**src/hdl/ebs_pkg.sv**
```systemverilog
// Package for the external bus sizing cycle engine
package ebs_pkg;

  // ----------------------------------------------------------------------
  // Size codes (bytes remaining)
  // ----------------------------------------------------------------------
  localparam logic [1:0] SIZE_LONG  = 2'h0;
  localparam logic [1:0] SIZE_BYTE  = 2'h1;
  localparam logic [1:0] SIZE_WORD  = 2'h2;
  localparam logic [1:0] SIZE_THREE = 2'h3;

  // ----------------------------------------------------------------------
  // Port-size acknowledge codes (active low pair)
  // ----------------------------------------------------------------------
  localparam logic [1:0] ACK_WAIT   = 2'h3;
  localparam logic [1:0] ACK_PORT8  = 2'h2;
  localparam logic [1:0] ACK_PORT16 = 2'h1;
  localparam logic [1:0] ACK_RSVD   = 2'h0;

  // ----------------------------------------------------------------------
  // Timing (core clocks, clock period in ns) and reset values
  // ----------------------------------------------------------------------
  localparam int unsigned CLK_PERIOD_NS   = 8;
  localparam int unsigned EXT_MIN_CLKS    = 3;
  localparam int unsigned INT_CLKS        = 2;
  localparam int unsigned FAST_CLKS       = 2;
  localparam int unsigned MON_MAX_CLKS    = 64;
  localparam logic [6:0]  MON_SEL_RESET   = 7'h40;
  localparam logic [6:0]  CNT_W0          = 7'h00;
  localparam logic [31:0] DATA_RESET      = 32'h0000_0000;

  typedef enum logic [2:0] {
    EBS_IDLE  = 3'b000,
    EBS_ADDR  = 3'b001,
    EBS_WAIT  = 3'b010,
    EBS_LATCH = 3'b011,
    EBS_DONE  = 3'b100
  } ebs_state_t;

  // Request from the core
  typedef struct packed {
    logic        write;
    logic [1:0]  size;
    logic [23:0] addr;
    logic [31:0] wdata;
    logic        internal;
    logic        fast;
  } ebs_req_t;

  // Bus outputs of one cycle
  typedef struct packed {
    logic [23:0] addr;
    logic [1:0]  size;
    logic        write;
    logic [15:0] data;
    logic [15:0] data_oe_n;
  } ebs_bus_t;

  // Acknowledge pin group
  typedef struct packed {
    logic [1:0] port_size_ack_n;
    logic       bus_fault_in_n;
    logic       halt_in_n;
  } ebs_ack_t;

endpackage : ebs_pkg

```
**src/hdl/ebs_cycle_engine.sv**
```systemverilog
// External bus cycle engine with dynamic bus sizing
`timescale 1ns/10ps
`default_nettype none
// What this block does
// - Alignment comes from the byte offset bit; words at odd addresses misalign.
// - At most one aligned word per cycle; long word sends high word first.
// - Core never issues misaligned word or long-word requests.
// - Three-byte code appears only as a long-word remainder to 8-bit port.
// - Byte to 8-bit port: upper lane, copied low on writes, 8-bit ack.
// - Byte to 16-bit port: lane by offset, replicated on writes, 16-bit ack.
// - Aligned word to 16-bit port: both bytes in one cycle.
// - Aligned word to 8-bit port: first byte, then a byte remainder cycle.
// - Long word to 16-bit port: two bytes, then aligned word cycle.
// - Long word to 8-bit port: first byte, then three-byte remainder.
// - Three-byte remainder: next byte, then word remainder cycle.
// - Internal module accesses finish in two clocks, no waits.
// - External cycle at least three clocks; wait until an acknowledge.
// - No own limit on acknowledge wait besides termination.
// - Fast termination finishes external access in three clocks, plus fast waits.
// - Acknowledge, fault and data inputs are registered before use.
// - Read data is latched one clock after acknowledge is seen.
// - Always-on monitor faults the cycle after up to 64 clocks.
// - Fault with halt acts exactly like fault alone.
// - Ack pair: 11 wait, 10 8-bit, 01 16-bit, 00 reserved.
// - Size code gives bytes remaining, valid while address strobe asserted.
module ebs_cycle_engine (
  input  wire logic                 i_core_clk,
  input  wire logic                 i_sys_rst,
  input  wire ebs_pkg::ebs_req_t    i_req,
  input  wire logic                 i_req_valid,
  input  wire logic [6:0]           i_monitor_timeout_sel,
  input  wire logic [1:0]           i_fast_waits,
  input  wire ebs_pkg::ebs_ack_t    i_ack,
  input  wire logic [15:0]          i_data,
  output logic                      o_req_ready,
  output logic                      o_done,
  output logic                      o_fault,
  output logic [31:0]               o_rdata,
  output ebs_pkg::ebs_bus_t         o_bus,
  output logic                      o_address_valid_strobe_n,
  output logic                      o_data_valid_strobe_n,
  output logic                      o_bus_reference_clock
);
  // ----------------------------------------------------------------------
  // State
  // ----------------------------------------------------------------------
  ebs_pkg::ebs_state_t state_q;
  ebs_pkg::ebs_req_t   req_q;
  logic [31:0]         rem_q;
  logic [1:0]          size_q;
  logic [23:0]         addr_q;
  logic [1:0]          clk_cnt_q;
  logic [1:0]          fwait_q;
  logic [1:0]          ack_q;
  logic                fault_q;
  logic [15:0]         din_q;
  logic [1:0]          port_q;
  logic [31:0]         rdata_q;
  logic [15:0]         lanes;
  logic                timeout;
  logic                ack_seen;
  logic                ext_cycle;

  // ----------------------------------------------------------------------
  // Helpers
  // ----------------------------------------------------------------------
  // Bytes moved given size code and acknowledged port width
  function automatic logic [2:0] bytes_moved(input logic [1:0] sz,
                                             input logic       off,
                                             input logic [1:0] ack);
    logic [2:0] total;
    total = (sz == ebs_pkg::SIZE_LONG) ? 3'h4 : {1'b0, sz};
    if (ack == ebs_pkg::ACK_PORT8 || sz == ebs_pkg::SIZE_BYTE || off) begin
      bytes_moved = 3'h1;
    end else begin
      bytes_moved = (total > 3'h2) ? 3'h2 : total;
    end
  endfunction : bytes_moved

  // Remaining size code after a move
  function automatic logic [1:0] size_after(input logic [1:0] sz,
                                            input logic [2:0] moved);
    logic [2:0] total;
    logic [2:0] left;
    total = (sz == ebs_pkg::SIZE_LONG) ? 3'h4 : {1'b0, sz};
    left  = total - moved;
    size_after = left[1:0];
  endfunction : size_after

  ebs_lane_mux u_lane_mux (
    .i_size   (size_q),
    .i_offset (addr_q[0]),
    .i_rem    (rem_q),
    .o_lanes  (lanes)
  );

  ebs_bus_monitor u_bus_monitor (
    .i_core_clk (i_core_clk),
    .i_sys_rst  (i_sys_rst),
    .i_active   (ext_cycle),
    .i_period   (i_monitor_timeout_sel),
    .o_timeout  (timeout)
  );

  assign ext_cycle = (state_q == ebs_pkg::EBS_WAIT) && !req_q.internal;
  // Wait code never terminates; reserved 00 is treated as a wait too
  assign ack_seen  = (ack_q == ebs_pkg::ACK_PORT8) ||
                     (ack_q == ebs_pkg::ACK_PORT16);

  // ----------------------------------------------------------------------
  // Input registers
  // ----------------------------------------------------------------------
  always_ff @(posedge i_core_clk) begin
    if (i_sys_rst) begin
      ack_q   <= ebs_pkg::ACK_WAIT;
      fault_q <= 1'b0;
      din_q   <= ebs_pkg::DATA_RESET[15:0];
    end else begin
      ack_q   <= i_ack.port_size_ack_n;
      // Halt with fault is treated as fault alone; halt alone is ignored
      fault_q <= !i_ack.bus_fault_in_n;
      din_q   <= i_data;
    end
  end

  // ----------------------------------------------------------------------
  // Cycle sequencer
  // ----------------------------------------------------------------------
  always_ff @(posedge i_core_clk) begin
    if (i_sys_rst) begin
      state_q   <= ebs_pkg::EBS_IDLE;
      req_q     <= '0;
      rem_q     <= ebs_pkg::DATA_RESET;
      size_q    <= ebs_pkg::SIZE_BYTE;
      addr_q    <= ebs_pkg::DATA_RESET[23:0];
      clk_cnt_q <= 2'h0;
      fwait_q   <= 2'h0;
      port_q    <= ebs_pkg::ACK_WAIT;
      rdata_q   <= ebs_pkg::DATA_RESET;
      o_done    <= 1'b0;
      o_fault   <= 1'b0;
    end else begin
      o_done  <= 1'b0;
      o_fault <= 1'b0;
      case (state_q)
        ebs_pkg::EBS_IDLE: begin
          // Misaligned word/long requests are not produced by the core
          if (i_req_valid) begin
            req_q     <= i_req;
            rem_q     <= i_req.wdata;
            size_q    <= i_req.size;
            addr_q    <= i_req.addr;
            rdata_q   <= ebs_pkg::DATA_RESET;
            clk_cnt_q <= 2'h1;
            fwait_q   <= i_fast_waits;
            state_q   <= ebs_pkg::EBS_ADDR;
          end
        end
        ebs_pkg::EBS_ADDR: begin
          clk_cnt_q <= (clk_cnt_q == 2'h3) ? clk_cnt_q : clk_cnt_q + 2'h1;
          if (req_q.internal) begin
            // Internal cycles: ack is generated in here
            port_q  <= ebs_pkg::ACK_PORT16;
            state_q <= ebs_pkg::EBS_LATCH;
          end else if (req_q.fast) begin
            // Strobes stand two clocks so the registered data has settled
            if (clk_cnt_q < 2'h2) begin
              state_q <= ebs_pkg::EBS_ADDR;
            end else if (fwait_q != 2'h0) begin
              fwait_q <= fwait_q - 2'h1;
            end else begin
              port_q  <= ebs_pkg::ACK_PORT16;
              state_q <= ebs_pkg::EBS_LATCH;
            end
          end else begin
            state_q <= ebs_pkg::EBS_WAIT;
          end
        end
        ebs_pkg::EBS_WAIT: begin
          if (fault_q || timeout) begin
            o_fault <= 1'b1;
            state_q <= ebs_pkg::EBS_DONE;
          end else if (ack_seen && clk_cnt_q >= 2'h2) begin
            // Three clock minimum: addr, wait, latch
            port_q  <= ack_q;
            state_q <= ebs_pkg::EBS_LATCH;
          end else begin
            clk_cnt_q <= (clk_cnt_q == 2'h3) ? clk_cnt_q : clk_cnt_q + 2'h1;
            // No own limit besides the monitor
            state_q <= ebs_pkg::EBS_WAIT;
          end
        end
        ebs_pkg::EBS_LATCH: begin : latch_blk
          logic [2:0] moved;
          logic [1:0] nsize;
          moved = bytes_moved(size_q, addr_q[0], port_q);
          nsize = size_after(size_q, moved);
          if (!req_q.write) begin
            // Data taken one clock after the ack is recognised
            if (moved == 3'h2) begin
              rdata_q <= {rdata_q[15:0], din_q};
            end else if (addr_q[0] && port_q == ebs_pkg::ACK_PORT16) begin
              rdata_q <= {rdata_q[23:0], din_q[7:0]};
            end else begin
              rdata_q <= {rdata_q[23:0], din_q[15:8]};
            end
          end
          if (moved == 3'h2) begin
            rem_q <= {rem_q[15:0], 16'h0000};
          end else begin
            rem_q <= {rem_q[23:0], 8'h00};
          end
          addr_q <= addr_q + {21'h00_0000, moved};
          if (size_q == ebs_pkg::SIZE_BYTE ||
              (size_q == ebs_pkg::SIZE_WORD && moved == 3'h2)) begin
            state_q <= ebs_pkg::EBS_DONE;
          end else begin
            // Remainder: long->word (16) or long->three->word->byte (8)
            size_q    <= nsize;
            clk_cnt_q <= 2'h1;
            fwait_q   <= i_fast_waits;
            state_q   <= ebs_pkg::EBS_ADDR;
          end
        end
        ebs_pkg::EBS_DONE: begin
          o_done  <= 1'b1;
          state_q <= ebs_pkg::EBS_IDLE;
        end
        default: begin
          state_q <= ebs_pkg::EBS_IDLE;
        end
      endcase
    end
  end

  // ----------------------------------------------------------------------
  // Registered bus outputs
  // ----------------------------------------------------------------------
  always_ff @(posedge i_core_clk) begin
    if (i_sys_rst) begin
      o_bus                    <= '{addr: 24'h00_0000, size: 2'h1,
                                    write: 1'b0, data: 16'h0000,
                                    data_oe_n: 16'hFFFF};
      o_address_valid_strobe_n <= 1'b1;
      o_data_valid_strobe_n    <= 1'b1;
      o_req_ready              <= 1'b0;
      o_rdata                  <= ebs_pkg::DATA_RESET;
    end else begin
      o_req_ready <= (state_q == ebs_pkg::EBS_IDLE) && !i_req_valid;
      o_rdata     <= rdata_q;
      if ((state_q == ebs_pkg::EBS_ADDR || state_q == ebs_pkg::EBS_WAIT)
          && !req_q.internal) begin
        o_bus.addr  <= addr_q;
        o_bus.size  <= size_q;
        o_bus.write <= req_q.write;
        o_bus.data  <= lanes;
        o_bus.data_oe_n <= req_q.write ? 16'h0000 : 16'hFFFF;
        o_address_valid_strobe_n <= 1'b0;
        // Fast writes leave the data strobe off
        o_data_valid_strobe_n <= req_q.fast && req_q.write;
      end else begin
        o_bus.data_oe_n          <= 16'hFFFF;
        o_address_valid_strobe_n <= 1'b1;
        o_data_valid_strobe_n    <= 1'b1;
      end
    end
  end

  // ----------------------------------------------------------------------
  // Reference clock: half the core rate, free running
  // ----------------------------------------------------------------------
  always_ff @(posedge i_core_clk) begin
    if (i_sys_rst) begin
      o_bus_reference_clock <= 1'b0;
    end else begin
      o_bus_reference_clock <= !o_bus_reference_clock;
    end
  end
endmodule : ebs_cycle_engine
`default_nettype wire

```
**src/hdl/ebs_lane_mux.sv**
```systemverilog
// Byte lane router for one bus cycle
`timescale 1ns/10ps
`default_nettype none
module ebs_lane_mux (
  input  wire logic [1:0]  i_size,
  input  wire logic        i_offset,
  input  wire logic [31:0] i_rem,
  output logic      [15:0] o_lanes
);
  logic [7:0] b0;
  logic [7:0] b1;
  assign b0 = i_rem[31:24];
  assign b1 = i_rem[23:16];

  always_comb begin
    if (i_size == ebs_pkg::SIZE_BYTE) begin
      o_lanes = {b0, b0};
    end else if (i_offset) begin
      o_lanes = {b0, b0};
    end else begin
      o_lanes = {b0, b1};
    end
  end
endmodule : ebs_lane_mux
`default_nettype wire

```
**src/hdl/ebs_bus_monitor.sv**
```systemverilog
// Always-on bus monitor timeout counter
`timescale 1ns/10ps
`default_nettype none
module ebs_bus_monitor (
  input  wire logic       i_core_clk,
  input  wire logic       i_sys_rst,
  input  wire logic       i_active,
  input  wire logic [6:0] i_period,
  output logic            o_timeout
);
  logic [6:0] cnt_q;
  logic [6:0] lim;

  // Zero and values above the cap fall back to the longest period
  assign lim = (i_period == ebs_pkg::CNT_W0 ||
                i_period > ebs_pkg::MON_SEL_RESET) ?
               ebs_pkg::MON_SEL_RESET : i_period;

  always_ff @(posedge i_core_clk) begin
    if (i_sys_rst || !i_active) begin
      cnt_q     <= ebs_pkg::CNT_W0;
      o_timeout <= 1'b0;
    end else begin
      cnt_q     <= (cnt_q == lim) ? cnt_q : cnt_q + 7'h01;
      o_timeout <= (cnt_q + 7'h01 >= lim);
    end
  end
endmodule : ebs_bus_monitor
`default_nettype wire

```
**config.mk**
```make
export PLATFORM = sky130hd
export DESIGN_NAME = ebs_cycle_engine
export DESIGN_NICKNAME = d
export VERILOG_FILES = /design/src/hdl/ebs_pkg.sv /design/src/hdl/ebs_cycle_engine.sv /design/src/hdl/ebs_lane_mux.sv /design/src/hdl/ebs_bus_monitor.sv
export SDC_FILE = /design/constraint.sdc
export NUM_CORES = 1
export LEC_CHECK = 0
export ABC_CLOCK_PERIOD_IN_PS = 7300
export BUFFER_PORTS_ARGS = -buffer_cell sky130_fd_sc_hd__buf_2
export CORE_ASPECT_RATIO = 0.8
export CORE_MARGIN = 5
export CORE_UTILIZATION = 30
export DETAILED_ROUTE_END_ITERATION = 10
export SKIP_CTS_REPAIR_TIMING = 1
export SYNTH_ARGS = -nofsm -noshare
export SYNTH_HDL_FRONTEND = slang
export SYNTH_SLANG_ARGS = --single-unit
export TNS_END_PERCENT = 20
```
**constraint.sdc**
```tcl
create_clock -name i_core_clk -period 7.3 [get_ports i_core_clk]
set_clock_uncertainty 0.15 [all_clocks]
set_input_delay 0.73 -clock i_core_clk [delete_from_list [all_inputs] [get_ports i_core_clk]]
set_output_delay 0.73 -clock i_core_clk [all_outputs]
set_load 0.005 [all_outputs]
```
# After elaboration in Yosys (flattened, before gate mapping)
# Cells that the tools add are included.
# word_totals
word_cells	159
inputBits	93
ff_bits	226
out_inout_bits	97
# classes
add_sub_neg	5
mux	54
n_reduce_logical	38
bitwise_logic	2
eq_ne	27
n_lt_le_gt_ge	5
# ops
op	n
$mux 32	5
$pmux 32 s2	2
$pmux 24 s2	1
$mux 2	19
$mux 3	12
$add 24x3->24	1
$mux 24	1
$mux 8	3
$ne 2x2->1 const B	9
$mux 16	1
$pmux 3 s4	1
$eq 3x2->1 const B	3
$ne 3x3->1 const B	3
$eq 2x2->1 const B	4
$logic_or 1x1->1	8
$pmux 2 s2	2
$pmux 2 s4	1
$add 7x1->7 const B	1
$eq 7x7->1	1
$ge 7x7->1	1
$gt 7x7->1 const B	1
$logic_and 1x1->1	7
$logic_not 7->1	1
$mux 7	1
other kinds (26)	42

# Depth between registers and ports, before layout
# Gate-level depths: netlist of the first run.
# depth
word_depth	12
depth_mapped	11
depth_no_buf	11

# Modules after synthesis
# Synthesis of the first run repeated with hierarchy kept, for this count alone.
# hier_totals
hier_cells	1076
area_unflattened_um2	9586.7
# by_module_without_submodules
module	cells_each	area_each_um2	instances
ebs_cycle_engine	942	8475.6	1
ebs_bus_monitor	116	940.9	1
ebs_lane_mux	18	170.2	1

# Least setup slack after synthesis of the first run
# No wires, ideal clock.
# synth_timing
path_type	register to register
startpoint	reg size_q[1]
endpoint	reg addr_q[22]
setup_slack_ps	4501
setup_ps	120
arrival_time_ps	2529
period_less_slack_ps	2799
stages_incl_launch_ff	12
path_cell_list	dfxtp_1 -> inv_1 -> ha_1 -> nor3_2 -> inv_1 -> ha_1 -> fa_1 -> a21o_1 -> and2_1 -> nand3_1 -> nor4_1 -> a211o_1
# synth_via
elab_chain_cells	9
# synth_lines
element	line	rtl
from (decl)	ebs_cycle_engine.sv:50	logic [1:0] size_q;
from (signal assigned)	ebs_cycle_engine.sv:134	size_q <= ebs_pkg::SIZE_BYTE;
from (signal assigned)	ebs_cycle_engine.sv:151	size_q <= i_req.size;
from (signal assigned)	ebs_cycle_engine.sv:219	size_q <= nsize;
$logic_not 2->1	ebs_cycle_engine.sv:72	total = (sz == ebs_pkg::SIZE_LONG) ? 3'h4 : {1'b0, sz};
$mux 3	--	
$gt 3x2->1	ebs_cycle_engine.sv:76	bytes_moved = (total > 3'h2) ? 3'h2 : total;
$mux 3	ebs_cycle_engine.sv:76	
$mux 3 *	ebs_cycle_engine.sv:73	if (ack == ebs_pkg::ACK_PORT8 || sz == ebs_pkg::SIZE_BYTE || off) begin
$mux 3 *	ebs_cycle_engine.sv:145	case (state_q)
$mux 3 *	ebs_cycle_engine.sv:130	if (i_sys_rst) begin
$add 24x3->24 *	ebs_cycle_engine.sv:213	addr_q <= addr_q + {21'h00_0000, moved};
$pmux 24 s2 *	ebs_cycle_engine.sv:145	
to (signal assigned)	ebs_cycle_engine.sv:135	addr_q <= ebs_pkg::DATA_RESET[23:0];
to (signal assigned)	ebs_cycle_engine.sv:152	addr_q <= i_req.addr;
to (signal assigned)	ebs_cycle_engine.sv:213	
to (decl)	ebs_cycle_engine.sv:51	logic [23:0] addr_q;
# Mark *: on every way between the ends. The rest lies on a longest branch, timed or not. The select of a mux whose other input is x is not followed.
# A chain may end at the register's enable or synchronous reset.

# Final worst setup path of the first run
# layout_timing
startpoint	reg size_q[1]
endpoint	reg addr_q[18]
# Same word-level chain as after synthesis.

==> out/summary.txt, run 1 <==
GRT Util Overall: 15.0%
Syn Inst Count: 997
Slew HR: 41.4%
Area leader, netlist: dfxtp_1
Final worst-path cycle share: 45.7%
CP Capture Type: flop
Synth Net Count: 1108
Top post-synthesis cells by count: dfxtp_1 (211), nand2_1 (130), mux2i_1 (62)
TritonRoute pass-1 iters: 5
Worst setup path endpoint: addr_q[18]$_SDFFE_PP0P_
Yosys warning count: 0
Die Height: 166 um
Max cap viols: 0
CP arrival: 3560 ps
CTS tree: done
Crit Path Max Fanout: 6
DPL Wire Length: 18700 um
Hold Path Class: primary input to flop
Antenna diodes: 0
XOR/XNOR Fraction of Synth Area: 1.24%
Top_reg_cell synth: dfxtp_1
DR iter-0 viols: 494
Power Density: 265 mW/mm2
Top-count cell post-synth: dfxtp_1
Synth Area in Adders: 2.54%
Share of cells above drive strength 1: 22.1%
Antenna Nets Post-Route: 0
FFs w/ async S/R, synth: 0%
CP startpoint kind: flop
Core area: 0.0302 mm2
Post-Syn Area: 0.00917 mm2
Die width: 205 um
Via count: 7826
EDFF count, synth: 0
Synth top area cells: dfxtp_1 (46%), mux2i_1 (6.8%), nand2_1 (5.3%), nor2b_1 (3.4%), a22o_1 (2.9%)
Leak: 0.00483 uW
Post-Place Setup Slack: 3990 ps
Largest net degree at the start of global routing: 62
RR Startpoint: size_q[1]$_SDFFE_PP0P_
CP startpoint: size_q[1]$_SDFFE_PP0P_
Max-slew violations: 0
Yosys reg bits: 211
Num rows: 57
WL final: 26800 um
CTS Buffer Depth: 3
Vias in the first global route: 7439
Antenna violations before repair: 0
Final setup violation count: 0
PnR worst setup slack: 3970 ps
Flop2flop setup slack: 3970 ps
Final net count: 1248
Syn-to-layout area delta: 21.7%
Vias/cell: 4.99
Comb power frac: 14.3%
Cts bufs inserted: 23
# DRC: 0
WP data required: 7520 ps
Fmax: 300 MHz
Clock share of power: 42.6%
Final Hold Fails: 0
Status: finished clean
Number of cells on the worst hold path: 2
Full die area: 0.0342 mm2
First-pass GRT wire length: 41900 um
Root Buffer Master: clkbuf_16
Clk_lat worst skew: 510 ps
Gpl congestion: 0.822
Largest family of logic cells by synthesized area: simple AND/OR/NAND/NOR gates
Total internal power: 2160 uW
H-tree depth: 1
Reg2reg end: addr_q[18]$_SDFFE_PP0P_
Synth Area in Simple Gates: 21.0%
Hold Startpoint: i_ack[1]
Initial Util: 30.3%
Seq pwr share: 43.1%
Synth unique cells: 64
Worst-Margin Slew: 880 ps
Sw Share: 26.9%
Seq/Total Area, Yosys: 46.1%
DR WL/cell: 17.1 um
Max VDD drop: 0.154 mV
Total gr overflow: 0
Post-synthesis compound-gate area fraction: 17.4%
Boundary pin count: 190
Cell count of the worst reg-to-reg path: 11
CTS clock-pin slew for the worst setup and hold paths: 60 ps
Tmin final: 3330 ps
Setup CP Type: flop to flop
I/O Buffers: 188
Post-route setup TNS: 0 ps
Switch Pwr: 798 uW
Mux share of post-synthesis cell area: 6.89%
Clock Sinks: 211
Syn_area_per_cell: 9.19 um2
Post-synth top area share: 46.1%
Unrepaired setup endpoints after global routing: false
-- stage by stage --
| stage | hold slack, ps | cells | power (uW) | util [%] | instance area [um2] |
|---|---|---|---|---|---|
| floorplan | 248 | 997 | 1580 | - | 9170 |
| global placement | 240 | 1525 | 1720 | 34.2 | 10300 |
| detailed placement | 240 | 1525 | 1730 | 34.2 | 10300 |
| CTS | 204 | 1567 | 3000 | 36.9 | 11200 |
| global route | 221 | 1567 | 3100 | 36.9 | 11200 |
| finish | 221 | 1567 | 2960 | 36.9 | 11200 |
-- layout make-up --
type                            count  area (um2)
Sequential cell                   211        4220
Fill cell                        3113       19100
Multi-Input combinational cell    687        4510
Clock buffer                       27         611
Timing Repair Buffer              199        1030
Tap cell                          413         517
Inverter                           15        56.3
Clock inverter                     15         210
-- logic make-up after synthesis --
| group | Yosys count |
|---|---|
| and+or+nand+nor | 368 |
| xor gates and xnor gates | 13 |
| DFF | 211 |
| buffers and inverters | 99 |
| adders and majority gates | 18 |
| muxes | 63 |
| AOI/OAI and AO/OA | 225 |
-- placed cells by master (no fill, tap or decap), types with 25 or more instances in the layout --
cell,n
nand2_1,129
dfxtp_1,211
mux2i_1,62
and3_1,26
a21oi_1,51
nand3_1,25
a22o_1,30
nor2b_1,50
nor2_1,42
o2bb2ai_1,25
buf_2,187
-- metal layers --
| layer | up-vias | global-route usage, % | part of all wire [%] |
|---|---|---|---|
| li1 | 3852 | - | - |
| met1 | 3696 | 22.9 | 50 |
| met2 | 243 | 22.2 | 42 |
| met3 | 35 | 2.77 | 6.3 |
| met4 | 0 | 3.09 | 1.9 |
| met5 | - | 0 | 0 |
-- critical path, stage by stage (launching register included) --
cell	delay, ps
dfxtp_1	360
inv_1	150
ha_1	290
nor3_2	460
inv_1	170
ha_1	260
fa_1	420
a21o_1	210
nand2_1	170
nor2_1	150
a221oi_1	320
nor3_1	80
-- registers in the layout, indices dropped and copies added, names as in the netlist, 3 cells and up --
signal,flops
addr_q,24
rem_q,32
u_bus_monitor.cnt_q,7
rdata_q,32
state_q,3
req_q,3
o_rdata,32
o_bus,44
din_q,16
-- worst min path at each step --
stage	endpoint
global placement	o_bus_reference_clock$_SDFF_PP0_
floorplan	o_bus[14]$_SDFF_PP1_
detailed placement	o_bus_reference_clock$_SDFF_PP0_
finish	fault_q$_SDFF_PP0_
global route	fault_q$_SDFF_PP0_
CTS	fault_q$_SDFF_PP0_
-- power groups by stage --
| stage | combinational (uW) | sequential (uW) | clock (uW) |
|---|---|---|---|
| floorplan | 304 | 1280 | 0 |
| global placement | 421 | 1300 | 0 |
| detailed placement | 427 | 1300 | 0 |
| CTS | 429 | 1270 | 1290 |
| global route | 475 | 1280 | 1340 |
| finish | 425 | 1280 | 1260 |
Power figures use the tool's default switching activity.
==> inputs of run 2 (changes only) <==
- ABC_AREA: not set -> 1
- ABC_CLOCK_PERIOD_IN_PS: 7300 -> 2800
- clock period: 7.3 -> 2.8 ns (I/O delays scaled with it)
==> out/summary.txt, run 2 <==
Status: finished, violations left
Failing checks: hold timing
Tmin final: 2560 ps (-773 ps)
CTS tree: done
Crit Path Max Fanout: 6 (unchanged)
Root Buffer Master: clkbuf_16
Top post-synthesis cells by count: nand2_1 (220), dfxtp_1 (211), nor2_1 (157)
Vias in the first global route: 7799 (+4.8%)
Final setup violation count: 0 (unchanged)
Unrepaired setup endpoints after global routing: true
Critical-path cell list: inv_1 > ha_1 > nor2_4 > nand2_4 > nor2_1 > ha_1 > nand3_1 > nand2_1 > nand4_1 > nor2_2 > nand2_1 > nand2_1 > nand3_1 > nand2_1 > inv_1
Top_reg_cell synth: dfxtp_1
Clock share of power: 40.4% (-2.2 points)
Full die area: 0.0343 mm2 (+0.41%)
Antenna Nets Post-Route: 0 (unchanged)
Comb power frac: 18.9% (+4.6 points)
Syn-to-layout area delta: 29.8%
Total internal power: 5950 uW (+170%)
Hold Startpoint: i_req[42]
Clk_lat worst skew: 520 ps (about the same)
Syn_area_per_cell: 7.42 um2 (-19%)
GRT Util Overall: 14.9% (-0.098 points)
Post-synth top area share: 45.9% (-0.20 points)
Flop2flop setup slack: 240 ps (-3730 ps)
Number of cells on the worst hold path: 5 (+3)
Commonest non-fill, non-tap cell in the layout: nand2_1
Initial Util: 30.4% (+0.061 points)
Cts bufs inserted: 25 (+8.7%)
Power Density: 705 mW/mm2 (+170%)
Switch Pwr: 2480 uW (+210%)
Die Height: 167 um (+0.20%)
DR WL/cell: 14.8 um (-14%)
Number of flip-flops in the largest register: 44 (unchanged)
Worst-Margin Slew: 1040 ps (+160 ps)
Syn Inst Count: 1241 (+24%)
Slew HR: 30.3% (-11 points)
Reg2reg end: addr_q[17]$_SDFFE_PP0P_
H-tree depth: 1 (unchanged)
I/O Buffers: 188 (unchanged)
Max cap viols: 0 (unchanged)
Hold Path End: addr_q[8]$_SDFFE_PP0P_
Top-count cell post-synth: nand2_1
Antenna violations before repair: 1 (+1)
Largest net degree at the start of global routing: 83 (+34%)
Final worst-path cycle share: 91.5% (+46 points)
Power, Total: 8430 uW (+180%)
CTS clock-pin slew for the worst setup and hold paths: 60 ps (about the same)
Hold Path Class: primary input to flop
WP data required: 3060 ps (-4460 ps)
DPL Wire Length: 19500 um (+4.0%)
Total gr overflow: 0 (unchanged)
Synth unique cells: 39 (-39%)
Layout filler cell count: 3156 (+1.4%)
CP startpoint kind: flop
Synth top area cells: dfxtp_1 (46%), nand2_1 (9.0%), o21ai_0 (7.6%), nor2_1 (6.4%), inv_1 (6.0%)
Die width: 206 um (+0.21%)
Crit-path most repeated cell: nand2_1
# DRC: 0 (unchanged)
TritonRoute pass-1 iters: 5 (unchanged)
Seq/Total Area, Yosys: 45.9% (-0.20 points)
FFs w/ async S/R, synth: 0% (unchanged)
Via count: 8805 (+13%)
Max-slew violations: 0 (unchanged)
Num rows: 57 (unchanged)
Synth Net Count: 1352 (+22%)
Final Hold Fails: 5 (+5)
Most frequent cells in the layout: nand2_1 (220), dfxtp_1 (210), buf_2 (187)
Fmax: 390 MHz (+30%)
Cell count of the worst reg-to-reg path: 15 (+4)
CTS Buffer Depth: 3 (unchanged)
Setup CP Type: flop to flop
Post-Syn Area: 0.00921 mm2 (+0.44%)
Post-route setup TNS: 0 ps (unchanged)
Area leader, netlist: dfxtp_1
Sum of buffers and inverters on the critical path: 2 (unchanged)
RR Startpoint: size_q[1]$_SDFFE_PP0P_
Core area: 0.0303 mm2 (+0.24%)
CP max-delay cell: dfxtp_2
Top reg by flops: o_bus
WL final: 28000 um (+4.4%)
Leak: 0.00533 uW (+10%)
Gpl congestion: 0.903 (+9.9%)
First-pass GRT wire length: 42400 um (+1.1%)
Min Hold Slack: -28.5 ps (-249 ps)
Sw Share: 29.4% (+2.5 points)
Yosys reg bits: 211 (unchanged)
Seq pwr share: 40.7% (-2.4 points)
EDFF count, synth: 0 (unchanged)
Antenna diodes: 0 (unchanged)
Final net count: 1572 (+26%)
Slowest stage delay, CP: 330 ps (-130 ps)
CP Capture Type: flop
DR iter-0 viols: 676 (+37%)
Vias/cell: 4.65 (-6.8%)
Max VDD drop: 0.325 mV (+110%)
Share of cells above drive strength 1: 18.4% (-3.7 points)
Boundary pin count: 190 (unchanged)
Yosys warning count: 0 (unchanged)
CP arrival: 2820 ps (-740 ps)
CP top delay family: simple AND/OR/NAND/NOR gates
Clock Sinks: 211 (unchanged)
run 2: changes by cell type after synthesis, moves of 21 or more:
cell       before  now
inv_1          15  148
o21ai_0        24  140
nor2_1         42  157
nand2_1       130  220
mux2i_1        62    8
nor2b_1        50    0
o32ai_1         0   32
nand3_1        25   56
and3_1         26    1
o2bb2ai_1      25    0
a21oi_1        52   73
run 2: power by group through the flow:
stage,registers (uW),logic (uW),clock network [uW]
2_1_floorplan,3450,1050,0
3_3_place_gp,3480,1510,0
3_5_place_dp,3490,1530,0
4_1_cts,3430,1530,3510
5_1_grt,3460,1800,3640
6_report,3430,1590,3400
run 2: tightest hold or removal path, cell delays in order:
cell	delay, ps
buf_2	80
nand2_1	40
o21ai_0	80
nand2_1	60
o31ai_1	50
run 2: cell families (layout without fill, tap and decap cells):
group	Yosys count	count (layout)	synth area share, %
flip-flops	211	211	45.9
AO/OA/AOI/OAI	284	284	17.7
XOR/XNOR	6	6	0.571
adder cells (fa/ha/maj)	18	18	2.53
AND/OR/NAND/NOR	485	485	22.1
multiplexers	8	8	0.870
buffers and inverters	229	467	10.4
run 2: cell type report:
class	count	area [um2]	area share, %
clock buffers	38	785	6.57
clock inverters	7	98.8	0.827
inverters	153	574	4.81
multi-input cells	801	4040	33.8
flip-flops and latches	211	4230	35.4
well taps	413	517	4.32
repair buffers	269	1710	14.3
run 2: worst max-delay path by stage:
stage                           start                      end  cells after the start
4_1_cts        size_q[1]$_SDFFE_PP0P_  addr_q[17]$_SDFFE_PP0P_                     15
6_report       size_q[1]$_SDFFE_PP0P_  addr_q[17]$_SDFFE_PP0P_                     15
3_5_place_dp   size_q[1]$_SDFFE_PP0P_  addr_q[17]$_SDFFE_PP0P_                     15
3_3_place_gp   size_q[1]$_SDFFE_PP0P_  addr_q[17]$_SDFFE_PP0P_                     15
5_1_grt        size_q[1]$_SDFFE_PP0P_  addr_q[17]$_SDFFE_PP0P_                     15
2_1_floorplan  size_q[1]$_SDFFE_PP0P_  addr_q[14]$_SDFFE_PP0P_                     15
run 2: routing by layer:
metal / up-vias / part of all wire, % / wire length, um / global-route usage (%)
li1: 4486 / - / - / -
met1: 4005 / 48 / 13400 / 22.0
met2: 258 / 43 / 12100 / 22.4
met3: 54 / 6.4 / 1780 / 3.01
met4: 2 / 2.6 / 733 / 3.70
met5: - / 0.047 / 13 / 0
run 2: stage by stage:
step                      hold slack, ps  setup slack, ps  instances  cell area (um2)  util [%]
after floorplan                      202              337       1241             9210         -
after global placement               243              281       1782            10400      34.3
after detailed placement             247              242       1782            10400      34.3
after CTS                           -243              225       1827            11300      37.3
after global routing                13.7            0.409       1892            11900      39.4
final                              -28.5              239       1892            11900      39.4
